==> src/shared/abio_cfg.svh <==
// Constants of the auxiliary and bit I/O command block: widths, reset values,
// timing figures and response framing.
// Assumes a 25 MHz board clock; included by bare name where needed.
`ifndef ABIO_CFG_SVH
`define ABIO_CFG_SVH

// Four axes, twelve general-purpose lines
`define ABIO_NAXES 4
`define ABIO_NBITS 12

// Direction after reset: lines 8..11 outputs, 0..7 inputs
`define ABIO_DIR_RST 12'hf00
// All general-purpose outputs off (high) after reset
`define ABIO_GPO_ON_RST 12'h000

// Clock period and the settling limit, in their own units
`define ABIO_CLK_NS 40
`define ABIO_MS_NS 1000000
`define ABIO_SETTLE_MAX_MS 10'd1000

// Command-queue slots taken by one move start
`define ABIO_SLOTS_PLAIN 2'h1
`define ABIO_SLOTS_AUTO 2'h2
`define ABIO_SLOTS_SETTLE 2'h3

// Response framing characters and length
`define ABIO_CHAR_LF 8'h0a
`define ABIO_CHAR_CR 8'h0d
`define ABIO_RESP_LAST 4'h9

`endif

==> src/shared/abio_pkg.sv <==
// Types of the auxiliary and bit I/O command block.
// Assumes nothing beyond the constants header.
package abio_pkg;

  // Commands handed over by the command parser
  typedef enum logic [3:0] {
    CMD_NONE,
    CMD_AUX_ON,
    CMD_AUX_OFF,
    CMD_AUTO_POWER,
    CMD_SETTLE_TIME,
    CMD_BIT_LOW,
    CMD_BIT_HIGH,
    CMD_BIT_STATE_QUERY,
    CMD_BIT_DIRECTION_QUERY
  } abio_cmd_t;

  // Response sender states
  typedef enum logic {
    TX_IDLE,
    TX_SEND
  } abio_tx_state_t;

endpackage : abio_pkg

==> src/design/abio_aux_bits.sv <==
// Auxiliary output and general-purpose bit I/O command unit.
// Assumes a command parser on the same clock delivering one decoded command
// per cmd_valid_i cycle with the axis selection already resolved, a move
// sequencer that pulses move start and per-axis move end, and a character
// sink for query responses. GPIO inputs come from pins.
//
// Function
// - Aux off drives selected aux lines low.
// - Aux off selects axes like aux on.
// - Aux on releases line; released after reset.
// - Auto power zero: high during move.
// - Auto power nonzero: low during move.
// - Auto power stays armed; aux on/off cancels.
// - All-axes auto power per-parameter axis levels.
// - Armed auto power: move start takes two.
// - Settling delay up to 1000 ms.
// - Zero settling time disables the delay.
// - Active settling: move start takes three.
// - Bit low turns output on, any mode.
// - Bit high turns output off; off at reset.
// - Bit commands act on output bits only.
// - State query: framed six hex, top zero.
// - State bit reads one when line low.
// - Direction query: one output, zero input.
// - Lines 0..7 are inputs by default.
`timescale 1ns/100ps
`include "abio_cfg.svh"

module abio_aux_bits #(
  // Clock cycles in one millisecond; shorten for simulation
  parameter int unsigned CYC_PER_MS = `ABIO_MS_NS / `ABIO_CLK_NS
) (
  input wire logic mclk_i,
  input wire logic rst_n_i,
  // Decoded command
  input wire logic cmd_valid_i,
  input abio_pkg::abio_cmd_t cmd_code_i,
  input wire logic [3:0] cmd_axis_sel_i,
  input wire logic [3:0] cmd_param_nz_i,
  input wire logic [11:0] cmd_param_i,
  input wire logic cmd_contour_i,
  output logic cmd_ready_o,
  output logic cmd_reject_o,
  // Move sequencer events
  input wire logic move_start_i,
  input wire logic [3:0] move_end_i,
  output logic [1:0] move_slots_o,
  // Open-collector auxiliary lines, one per axis
  output logic [3:0] aux_o,
  output logic [3:0] aux_oe_o,
  // General-purpose I/O lines
  input wire logic [11:0] gpio_i,
  output logic [11:0] gpio_o,
  output logic [11:0] gpio_oe_o,
  // Direction configuration
  input wire logic dir_wr_i,
  input wire logic [11:0] dir_data_i,
  // Response characters
  output logic [7:0] resp_char_o,
  output logic resp_valid_o,
  input wire logic resp_ready_i
);

  // Sub-millisecond counter width; covers the full default count
  localparam int unsigned SUBW = $clog2(CYC_PER_MS + 1);

  logic [11:0] gpio_meta; // First synchroniser stage, read by gpio_sync only
  logic [11:0] gpio_sync; // Settled pin levels
  logic [11:0] dir; // 1 = output line
  logic [11:0] gpo_on; // 1 = output on (low)
  logic [3:0] aux_low; // 1 = aux line driven low
  logic [3:0] armed; // Auto power armed per axis
  logic [3:0] sense_low; // Auto power drives low during move
  logic [3:0] in_move; // Auto power move under way
  logic [3:0] settling; // Settling delay running after move end
  logic [9:0] settle_ms [4]; // Settling time per axis, ms
  logic [9:0] ms_left [4]; // Whole ms still to wait
  logic [SUBW-1:0] sub_cnt [4]; // Cycles within the current ms
  logic tx_busy; // Response frame in flight
  logic tx_start; // Launch a response
  logic [11:0] tx_value; // Value to frame
  logic accept; // A command is taken this cycle
  logic [1:0] next_slots; // Queue slots for the next move start

  // One-hot select of a bit number; out-of-range numbers select nothing
  function automatic logic [11:0] bit_sel(input logic [11:0] num);
    bit_sel = 12'h000;
    if (num < 12'd12) bit_sel = 12'h001 << num[3:0];
  endfunction : bit_sel

  // Clamp a settling request to the documented ceiling
  function automatic logic [9:0] settle_clamp(input logic [11:0] ms);
    settle_clamp = (ms > {2'b00, `ABIO_SETTLE_MAX_MS}) ? `ABIO_SETTLE_MAX_MS : ms[9:0];
  endfunction : settle_clamp

  // Commands are refused as a whole while a response is being sent
  assign accept = cmd_valid_i && cmd_ready_o;

  // Two-stage synchroniser for the pins
  always_ff @(posedge mclk_i) begin
    if (!rst_n_i) begin
      gpio_meta <= 12'h000;
      gpio_sync <= 12'h000;
    end else begin
      gpio_meta <= gpio_i;
      gpio_sync <= gpio_meta;
    end
  end

  // Direction register; factory setting after reset
  always_ff @(posedge mclk_i) begin
    if (!rst_n_i) begin
      dir <= `ABIO_DIR_RST;
    end else if (dir_wr_i) begin
      dir <= dir_data_i;
    end
  end

  // Bit low / bit high; accepted in contouring mode too
  always_ff @(posedge mclk_i) begin
    if (!rst_n_i) begin
      gpo_on <= `ABIO_GPO_ON_RST;
    end else if (accept && cmd_code_i == abio_pkg::CMD_BIT_LOW) begin
      // Input lines are masked out by the direction
      gpo_on <= gpo_on | (bit_sel(cmd_param_i) & dir);
    end else if (accept && cmd_code_i == abio_pkg::CMD_BIT_HIGH) begin
      gpo_on <= gpo_on & ~(bit_sel(cmd_param_i) & dir);
    end
  end

  // Drive the output lines: on is low, off is high; inputs undriven
  always_ff @(posedge mclk_i) begin
    if (!rst_n_i) begin
      gpio_o <= 12'hfff;
      gpio_oe_o <= 12'h000;
    end else begin
      gpio_o <= ~gpo_on;
      gpio_oe_o <= dir;
    end
  end

  // Per-axis auxiliary, auto power and settling logic
  genvar ax;
  generate
    for (ax = 0; ax < 4; ax++) begin : g_axis
      logic sel; // This axis is named by the command
      logic expire; // Settling ends this cycle
      logic own; // Aux on, aux off or auto power aimed at this axis

      // Single-axis mode gives the current axis, all-axes mode the
      // axes that carried a parameter; the parser resolves both
      assign sel = accept && cmd_axis_sel_i[ax];
      assign expire = settling[ax] && ms_left[ax] == 10'd0 && sub_cnt[ax] == SUBW'(0);
      // Only these codes re-decide the aux level; bit commands and queries that
      // carry an axis selection must not cancel a move in progress
      assign own = sel && (cmd_code_i == abio_pkg::CMD_AUX_ON ||
                           cmd_code_i == abio_pkg::CMD_AUX_OFF ||
                           cmd_code_i == abio_pkg::CMD_AUTO_POWER);

      // Auto power arming; aux on or off disarms the axis
      always_ff @(posedge mclk_i) begin
        if (!rst_n_i) begin
          armed[ax] <= 1'b0;
          sense_low[ax] <= 1'b0;
        end else if (sel) begin
          unique case (cmd_code_i)
            abio_pkg::CMD_AUTO_POWER: begin
              // Stays armed for all later moves
              armed[ax] <= 1'b1;
              sense_low[ax] <= cmd_param_nz_i[ax];
            end
            abio_pkg::CMD_AUX_ON, abio_pkg::CMD_AUX_OFF: begin
              armed[ax] <= 1'b0;
            end
            default: begin
            end
          endcase
        end
      end

      // Settling time per axis; zero turns the delay off
      always_ff @(posedge mclk_i) begin
        if (!rst_n_i) begin
          settle_ms[ax] <= 10'd0;
        end else if (sel && cmd_code_i == abio_pkg::CMD_SETTLE_TIME) begin
          settle_ms[ax] <= settle_clamp(cmd_param_i);
        end
      end

      // Move tracking and settling countdown
      always_ff @(posedge mclk_i) begin
        if (!rst_n_i) begin
          in_move[ax] <= 1'b0;
          settling[ax] <= 1'b0;
          ms_left[ax] <= 10'd0;
          sub_cnt[ax] <= SUBW'(0);
        end else if (!armed[ax] || own) begin
          // Disarming or rearming drops any pending restore
          in_move[ax] <= 1'b0;
          settling[ax] <= 1'b0;
        end else if (move_start_i) begin
          // A new move start overrides a running settling delay
          in_move[ax] <= 1'b1;
          settling[ax] <= 1'b0;
        end else if (in_move[ax] && move_end_i[ax]) begin
          in_move[ax] <= 1'b0;
          if (settle_ms[ax] != 10'd0) begin
            // Count settle_ms full milliseconds before restoring
            settling[ax] <= 1'b1;
            ms_left[ax] <= settle_ms[ax] - 10'd1;
            sub_cnt[ax] <= SUBW'(CYC_PER_MS - 1);
          end
        end else if (settling[ax]) begin
          if (expire) begin
            settling[ax] <= 1'b0;
          end else if (sub_cnt[ax] == SUBW'(0)) begin
            ms_left[ax] <= ms_left[ax] - 10'd1;
            sub_cnt[ax] <= SUBW'(CYC_PER_MS - 1);
          end else begin
            sub_cnt[ax] <= sub_cnt[ax] - SUBW'(1);
          end
        end
      end

      // Auxiliary line level; released after reset
      always_ff @(posedge mclk_i) begin
        if (!rst_n_i) begin
          aux_low[ax] <= 1'b0;
        end else if (sel && cmd_code_i == abio_pkg::CMD_AUX_ON) begin
          aux_low[ax] <= 1'b0;
        end else if (sel && cmd_code_i == abio_pkg::CMD_AUX_OFF) begin
          aux_low[ax] <= 1'b1;
        end else if (armed[ax] && move_start_i && !own) begin
          // Move level: released for zero, driven low for non-zero
          aux_low[ax] <= sense_low[ax];
        end else if (in_move[ax] && move_end_i[ax] && settle_ms[ax] == 10'd0) begin
          // No delay: complement as soon as the move ends
          aux_low[ax] <= ~sense_low[ax];
        end else if (expire) begin
          aux_low[ax] <= ~sense_low[ax];
        end
      end
    end
  endgenerate

  // Open-collector aux: pin value is always low, enable means drive
  always_ff @(posedge mclk_i) begin
    if (!rst_n_i) begin
      aux_o <= 4'h0;
      aux_oe_o <= 4'h0;
    end else begin
      aux_o <= 4'h0;
      aux_oe_o <= aux_low;
    end
  end

  // Queue slots a move start costs under the present arming
  always_comb begin
    next_slots = `ABIO_SLOTS_PLAIN;
    for (int i = 0; i < 4; i++) begin
      if (armed[i] && settle_ms[i] != 10'd0) begin
        next_slots = `ABIO_SLOTS_SETTLE;
      end else if (armed[i] && next_slots == `ABIO_SLOTS_PLAIN) begin
        next_slots = `ABIO_SLOTS_AUTO;
      end
    end
  end

  // Publish the slot count for the queue manager
  always_ff @(posedge mclk_i) begin
    if (!rst_n_i) begin
      move_slots_o <= `ABIO_SLOTS_PLAIN;
    end else begin
      move_slots_o <= next_slots;
    end
  end

  // Queries: state shows low lines as one, direction shows outputs as one
  always_comb begin
    tx_start = 1'b0;
    tx_value = 12'h000;
    if (accept && !cmd_contour_i) begin
      if (cmd_code_i == abio_pkg::CMD_BIT_STATE_QUERY) begin
        tx_start = 1'b1;
        tx_value = ~gpio_sync;
      end else if (cmd_code_i == abio_pkg::CMD_BIT_DIRECTION_QUERY) begin
        tx_start = 1'b1;
        tx_value = dir;
      end
    end
  end

  // Queries are not valid in contouring mode; flag and drop them
  always_ff @(posedge mclk_i) begin
    if (!rst_n_i) begin
      cmd_reject_o <= 1'b0;
    end else begin
      cmd_reject_o <= accept && cmd_contour_i &&
                      (cmd_code_i == abio_pkg::CMD_BIT_STATE_QUERY ||
                       cmd_code_i == abio_pkg::CMD_BIT_DIRECTION_QUERY);
    end
  end

  // Ready falls the cycle after a query is taken and rises the cycle after the frame ends;
  // a second command in that one cycle would be lost, so it is held off here
  always_ff @(posedge mclk_i) begin
    if (!rst_n_i) begin
      cmd_ready_o <= 1'b1;
    end else begin
      cmd_ready_o <= !tx_start && !tx_busy;
    end
  end

  // Framed hex response sender
  abio_hex_tx u_tx (
    .mclk_i(mclk_i),
    .rst_n_i(rst_n_i),
    .start_i(tx_start),
    .value_i(tx_value),
    .busy_o(tx_busy),
    .char_o(resp_char_o),
    .char_valid_o(resp_valid_o),
    .char_ready_i(resp_ready_i)
  );

endmodule : abio_aux_bits

==> src/design/abio_hex_tx.sv <==
// Response sender: frames a twelve-bit value as LF CR, six hex digits, LF CR.
// Assumes a character sink with valid/ready on the same clock.
`timescale 1ns/100ps
`include "abio_cfg.svh"

module abio_hex_tx (
  input wire logic mclk_i,
  input wire logic rst_n_i,
  input wire logic start_i,
  input wire logic [11:0] value_i,
  output logic busy_o,
  output logic [7:0] char_o,
  output logic char_valid_o,
  input wire logic char_ready_i
);

  abio_pkg::abio_tx_state_t state; // Sender state
  logic [11:0] value; // Value captured at start
  logic [3:0] idx; // Character position 0..9

  // Character at a frame position; top three digits are always zero
  function automatic logic [7:0] frame_char(input logic [3:0] pos, input logic [11:0] v);
    logic [3:0] nib;
    nib = 4'h0;
    unique case (pos)
      4'h0, 4'h8: frame_char = `ABIO_CHAR_LF;
      4'h1, 4'h9: frame_char = `ABIO_CHAR_CR;
      default: begin
        // Positions 2..4 zero, 5..7 carry the value high nibble first
        if (pos == 4'h5) nib = v[11:8];
        else if (pos == 4'h6) nib = v[7:4];
        else if (pos == 4'h7) nib = v[3:0];
        frame_char = (nib < 4'ha) ? (8'h30 + {4'h0, nib}) : (8'h37 + {4'h0, nib});
      end
    endcase
  endfunction : frame_char

  // Walk the ten characters, one per accepted handshake
  always_ff @(posedge mclk_i) begin
    if (!rst_n_i) begin
      state <= abio_pkg::TX_IDLE;
      value <= 12'h000;
      idx <= 4'h0;
      busy_o <= 1'b0;
      char_o <= 8'h00;
      char_valid_o <= 1'b0;
    end else begin
      unique case (state)
        abio_pkg::TX_IDLE: begin
          if (start_i) begin
            // First character goes out the cycle after start
            state <= abio_pkg::TX_SEND;
            value <= value_i;
            idx <= 4'h0;
            busy_o <= 1'b1;
            char_o <= frame_char(4'h0, value_i);
            char_valid_o <= 1'b1;
          end
        end
        abio_pkg::TX_SEND: begin
          if (char_ready_i) begin
            if (idx == `ABIO_RESP_LAST) begin
              // Frame done; busy drops with valid
              state <= abio_pkg::TX_IDLE;
              busy_o <= 1'b0;
              char_valid_o <= 1'b0;
            end else begin
              idx <= idx + 4'h1;
              char_o <= frame_char(idx + 4'h1, value);
            end
          end
        end
      endcase
    end
  end

endmodule : abio_hex_tx

==> config.mk <==
export PLATFORM = sky130hd
export DESIGN_NAME = abio_aux_bits
export DESIGN_NICKNAME = d
export VERILOG_FILES = /design/src/shared/abio_pkg.sv /design/src/design/abio_aux_bits.sv /design/src/design/abio_hex_tx.sv
export VERILOG_INCLUDE_DIRS = /design/src /design/src/shared
export SDC_FILE = /design/constraint.sdc
export NUM_CORES = 1
export LEC_CHECK = 0
export BUFFER_PORTS_ARGS = -buffer_cell sky130_fd_sc_hd__buf_2
export CAP_MARGIN = 20
export CORE_AREA = 3 3 151 300
export DETAILED_ROUTE_END_ITERATION = 7
export DIE_AREA = 0 0 154 303
export MAX_ROUTING_LAYER = met4
export PLACE_DENSITY = 0.51
export SETUP_SLACK_MARGIN = 0.2
export SYNTH_ARGS = -nofsm -noshare
export SYNTH_HDL_FRONTEND = slang
export SYNTH_SLANG_ARGS = --single-unit
==> constraint.sdc <==
create_clock -name mclk_i -period 5.01 [get_ports mclk_i]
set_clock_uncertainty 0.15 [all_clocks]
set_input_delay 0.7515 -clock mclk_i [delete_from_list [all_inputs] [get_ports mclk_i]]
set_output_delay 0.7515 -clock mclk_i [all_outputs]
set_load 0.005 [all_outputs]
==> impl_metrics.tcl <==
set metrics [dict create \
    die_h_um 303 \
    dp.final_hpwl_um 27550 \
    placed_area_sq_um 14040 \
    synth.cell_area_sq_um 12910 \
    ctsHoldBuffers 0 \
    rsz0062_at_grt "false" \
    wl_per_cell_um 18.29 \
    worst_slack_ns 0.5766 \
    track_usage 0.1539 \
    synth_seq_area_share 0.5193 \
    coreArea_sq_um 43380 \
    first_global_vias 10110 \
    dpl.cell_count 1902 \
    path_max_fanout 10 \
    post_cts_buffers 0 \
    finalPower_mw 4.729 \
    slew_headroom 0.2072 \
    htree_levels 1 \
    avgSynthCellArea_sq_um 10.09 \
    period_needed_ns 4.433 \
    cts_root_buf "clkbuf_16" \
    power_density_nw_per_um2 316.8 \
    startpoint_type "register" \
    maxSlewViolCount 0 \
    fin_crit_sh 0.8849 \
    start_util 0.2977 \
    cts_tree "yes" \
    drv_cap 0 \
    vias 9816 \
    fin_cells 1947 \
    grt_pass1_wl_um 55660 \
    antenna_left 0 \
    cts_max_path_buffers 3 \
    clock_latency_ns 0.55 \
    status "finished clean" \
    syn_inst 1280 \
    synth_area_leader_cell "edfxtp_1" \
    clk_pin_slew_ns 0.07 \
    die_area_sq_um 46660 \
    num_rows 108 \
    yosys.area.top_type_share 0.3255 \
    ys.flop_type "edfxtp_1" \
    design_area_sq_um 14930 \
    yosysMostFrequentCell "nor2_1" \
    cts-buffers-inserted 24 \
    tightest_slew_ns 1.180 \
    final-setup-viol-count 0 \
    cts_sinks 265 \
    arrival_ns 4.58 \
    grt_remaining_overflow 0 \
    grt_max_degree 66 \
    synth-edff-count 140 \
    synth_area_leaders "edfxtp_1 (33%), dfxtp_1 (19%), nor2_1 (4.8%)" \
    tns_ns 0 \
    p_leak_nw 5.436 \
    drt_first_pass_iters 7 \
    antenna_found_initial 1 \
    fmax_mhz 225.6 \
    hold_slack_ns 0.2385 \
    routed_wl_um 35610 \
    vias_per_cell 5.042 \
    io_pins 104 \
    synthArstFlopShare 0 \
    hold_viol 0 \
    gp_congestion 0.8733 \
    synthTopCellsByCount "nor2_1 (165), edfxtp_1 (140), dfxtp_1 (125), nand2_1 (83), xnor2_1 (62)" \
    nNetsFinal 1455 \
    critPathKind "register to register" \
    max-vdd-ir-drop_v 0.0003028 \
    port_buffers 98 \
    final_core_util 0.3441 \
    ys_ff_latch 265 \
    end_kind "register" \
    drive_gt1_frac 0.1440 \
    route.detailed.drc 0 \
    drt_iter0_drc 323 \
    yosysWarnings 0 \
    crit_required_ns 5.15 \
    area_growth_pct 15.57 \
    post_synth_num_cell_types 77 \
    dpl_worst_slack_ns 0.4425 \
    die_w_um 154 \
    hold_path.class "register to register" \
]
## flip-flops by register name, summed over array words and instances, names as in the netlist, 4 cells and up, named ones only
register     flops
aux_low          4
aux_oe_o         4
gpio_o          12
gpio_meta       12
u_tx.value      12
settle_ms       40
sense_low        4
sub_cnt         60
settling         4
dir             12
u_tx.char_o      7
ms_left         40
gpio_oe_o       12
gpio_sync       12
in_move          4
armed            4
u_tx.idx         4
## logic make-up (layout without fill, tap and decap cells)
family                     Yosys count  count (layout)  synth area share
other                                1               6         0.0002904
xor gates and xnor gates            99              99           0.06714
muxes                               41              41           0.03178
adders and majority gates           18              18           0.01744
DFF                                265             265            0.5193
AOI/OAI and AO/OA                  215             215            0.1100
buffers and inverters               98             210           0.03265
and+or+nand+nor                    543             543            0.2215
## critical path, cell delays in order, from the launching register on
cell and delay (ns):
edfxtp_1 0.42, inv_1 0.08, ha_1 0.18, or3b_1 0.46
or4_1 0.49, nor4_2 0.21, nand4_2 0.33, mux2i_1 0.25
ha_1 0.25, or4b_2 0.67, nor4_1 0.28, o311ai_0 0.20
o21ai_0 0.11, o22ai_1 0.09
## placed cells by master (no fill, tap or decap), types with 10 or more instances in the layout
cell / Yosys / final
or3_1: 29 / 29
and2_1: 43 / 43
ha_1: 18 / 18
or4_1: 20 / 20
nand2b_1: 11 / 11
nand2_1: 83 / 83
nor3_1: 41 / 41
o22ai_1: 38 / 38
a211oi_1: 10 / 10
edfxtp_1: 140 / 140
nand4_1: 15 / 15
xor2_1: 37 / 37
a21oi_1: 48 / 48
o21ai_0: 49 / 48
clkbuf_16: 0 / 29
xnor2_1: 62 / 62
mux2i_1: 41 / 41
nor4_1: 40 / 39
buf_4: 7 / 24
buf_2: 10 / 99
o31ai_1: 12 / 12
inv_1: 41 / 41
dfxtp_1: 125 / 125
nand3_1: 33 / 33
nor2_1: 165 / 165
## worst paths after layout
| check | slack, ns | cells past startpoint | startpoint | end |
|---|---|---|---|---|
| min | 0.24 | 1 | register | gpio_o[0] |
| max reg2reg | 0.58 | 13 | sub_cnt[2][0] | ms_left[2][8] |
| max | 0.58 | 13 | sub_cnt[2][0] | ms_left[2][8] |
| min reg2reg | 0.24 | 1 | register | gpio_o[0] |
## power by group
group | internal (mW) | leakage (nW) | switching (mW) | total [mW]
Clock | 1.16 | 0.436 | 0.866 | 2.03
Combinational | 0.114 | 2.52 | 0.180 | 0.295
Sequential | 2.34 | 2.48 | 0.0626 | 2.41
Total | 3.62 | 5.44 | 1.11 | 4.73
## per-layer routing
metal  share of wire  global-route usage
met1            0.35              0.1414
met2            0.57              0.3067
met3           0.031             0.01770
met4           0.050             0.07535
met5               0                   -
## final cells by class
class	count	area, sq um
Antenna cell	1	2.502
Clock buffer	31	743.2
Clock inverter	13	133.9
Fill cell	4319	28450
Inverter	43	161.4
Multi-Input combinational cell	921	5814
Sequential cell	265	6706
Tap cell	550	688.2
Timing Repair Buffer	123	675.6
## what timing repair did
| action | 4_1_cts | 5_1_grt |
|---|---|---|
| setup endpoints to repair | 0 | 1 |
| hold endpoints to repair | 0 | 0 |
| gates resized for setup | 0 | 1 |
(Power assumes the default switching activity.)
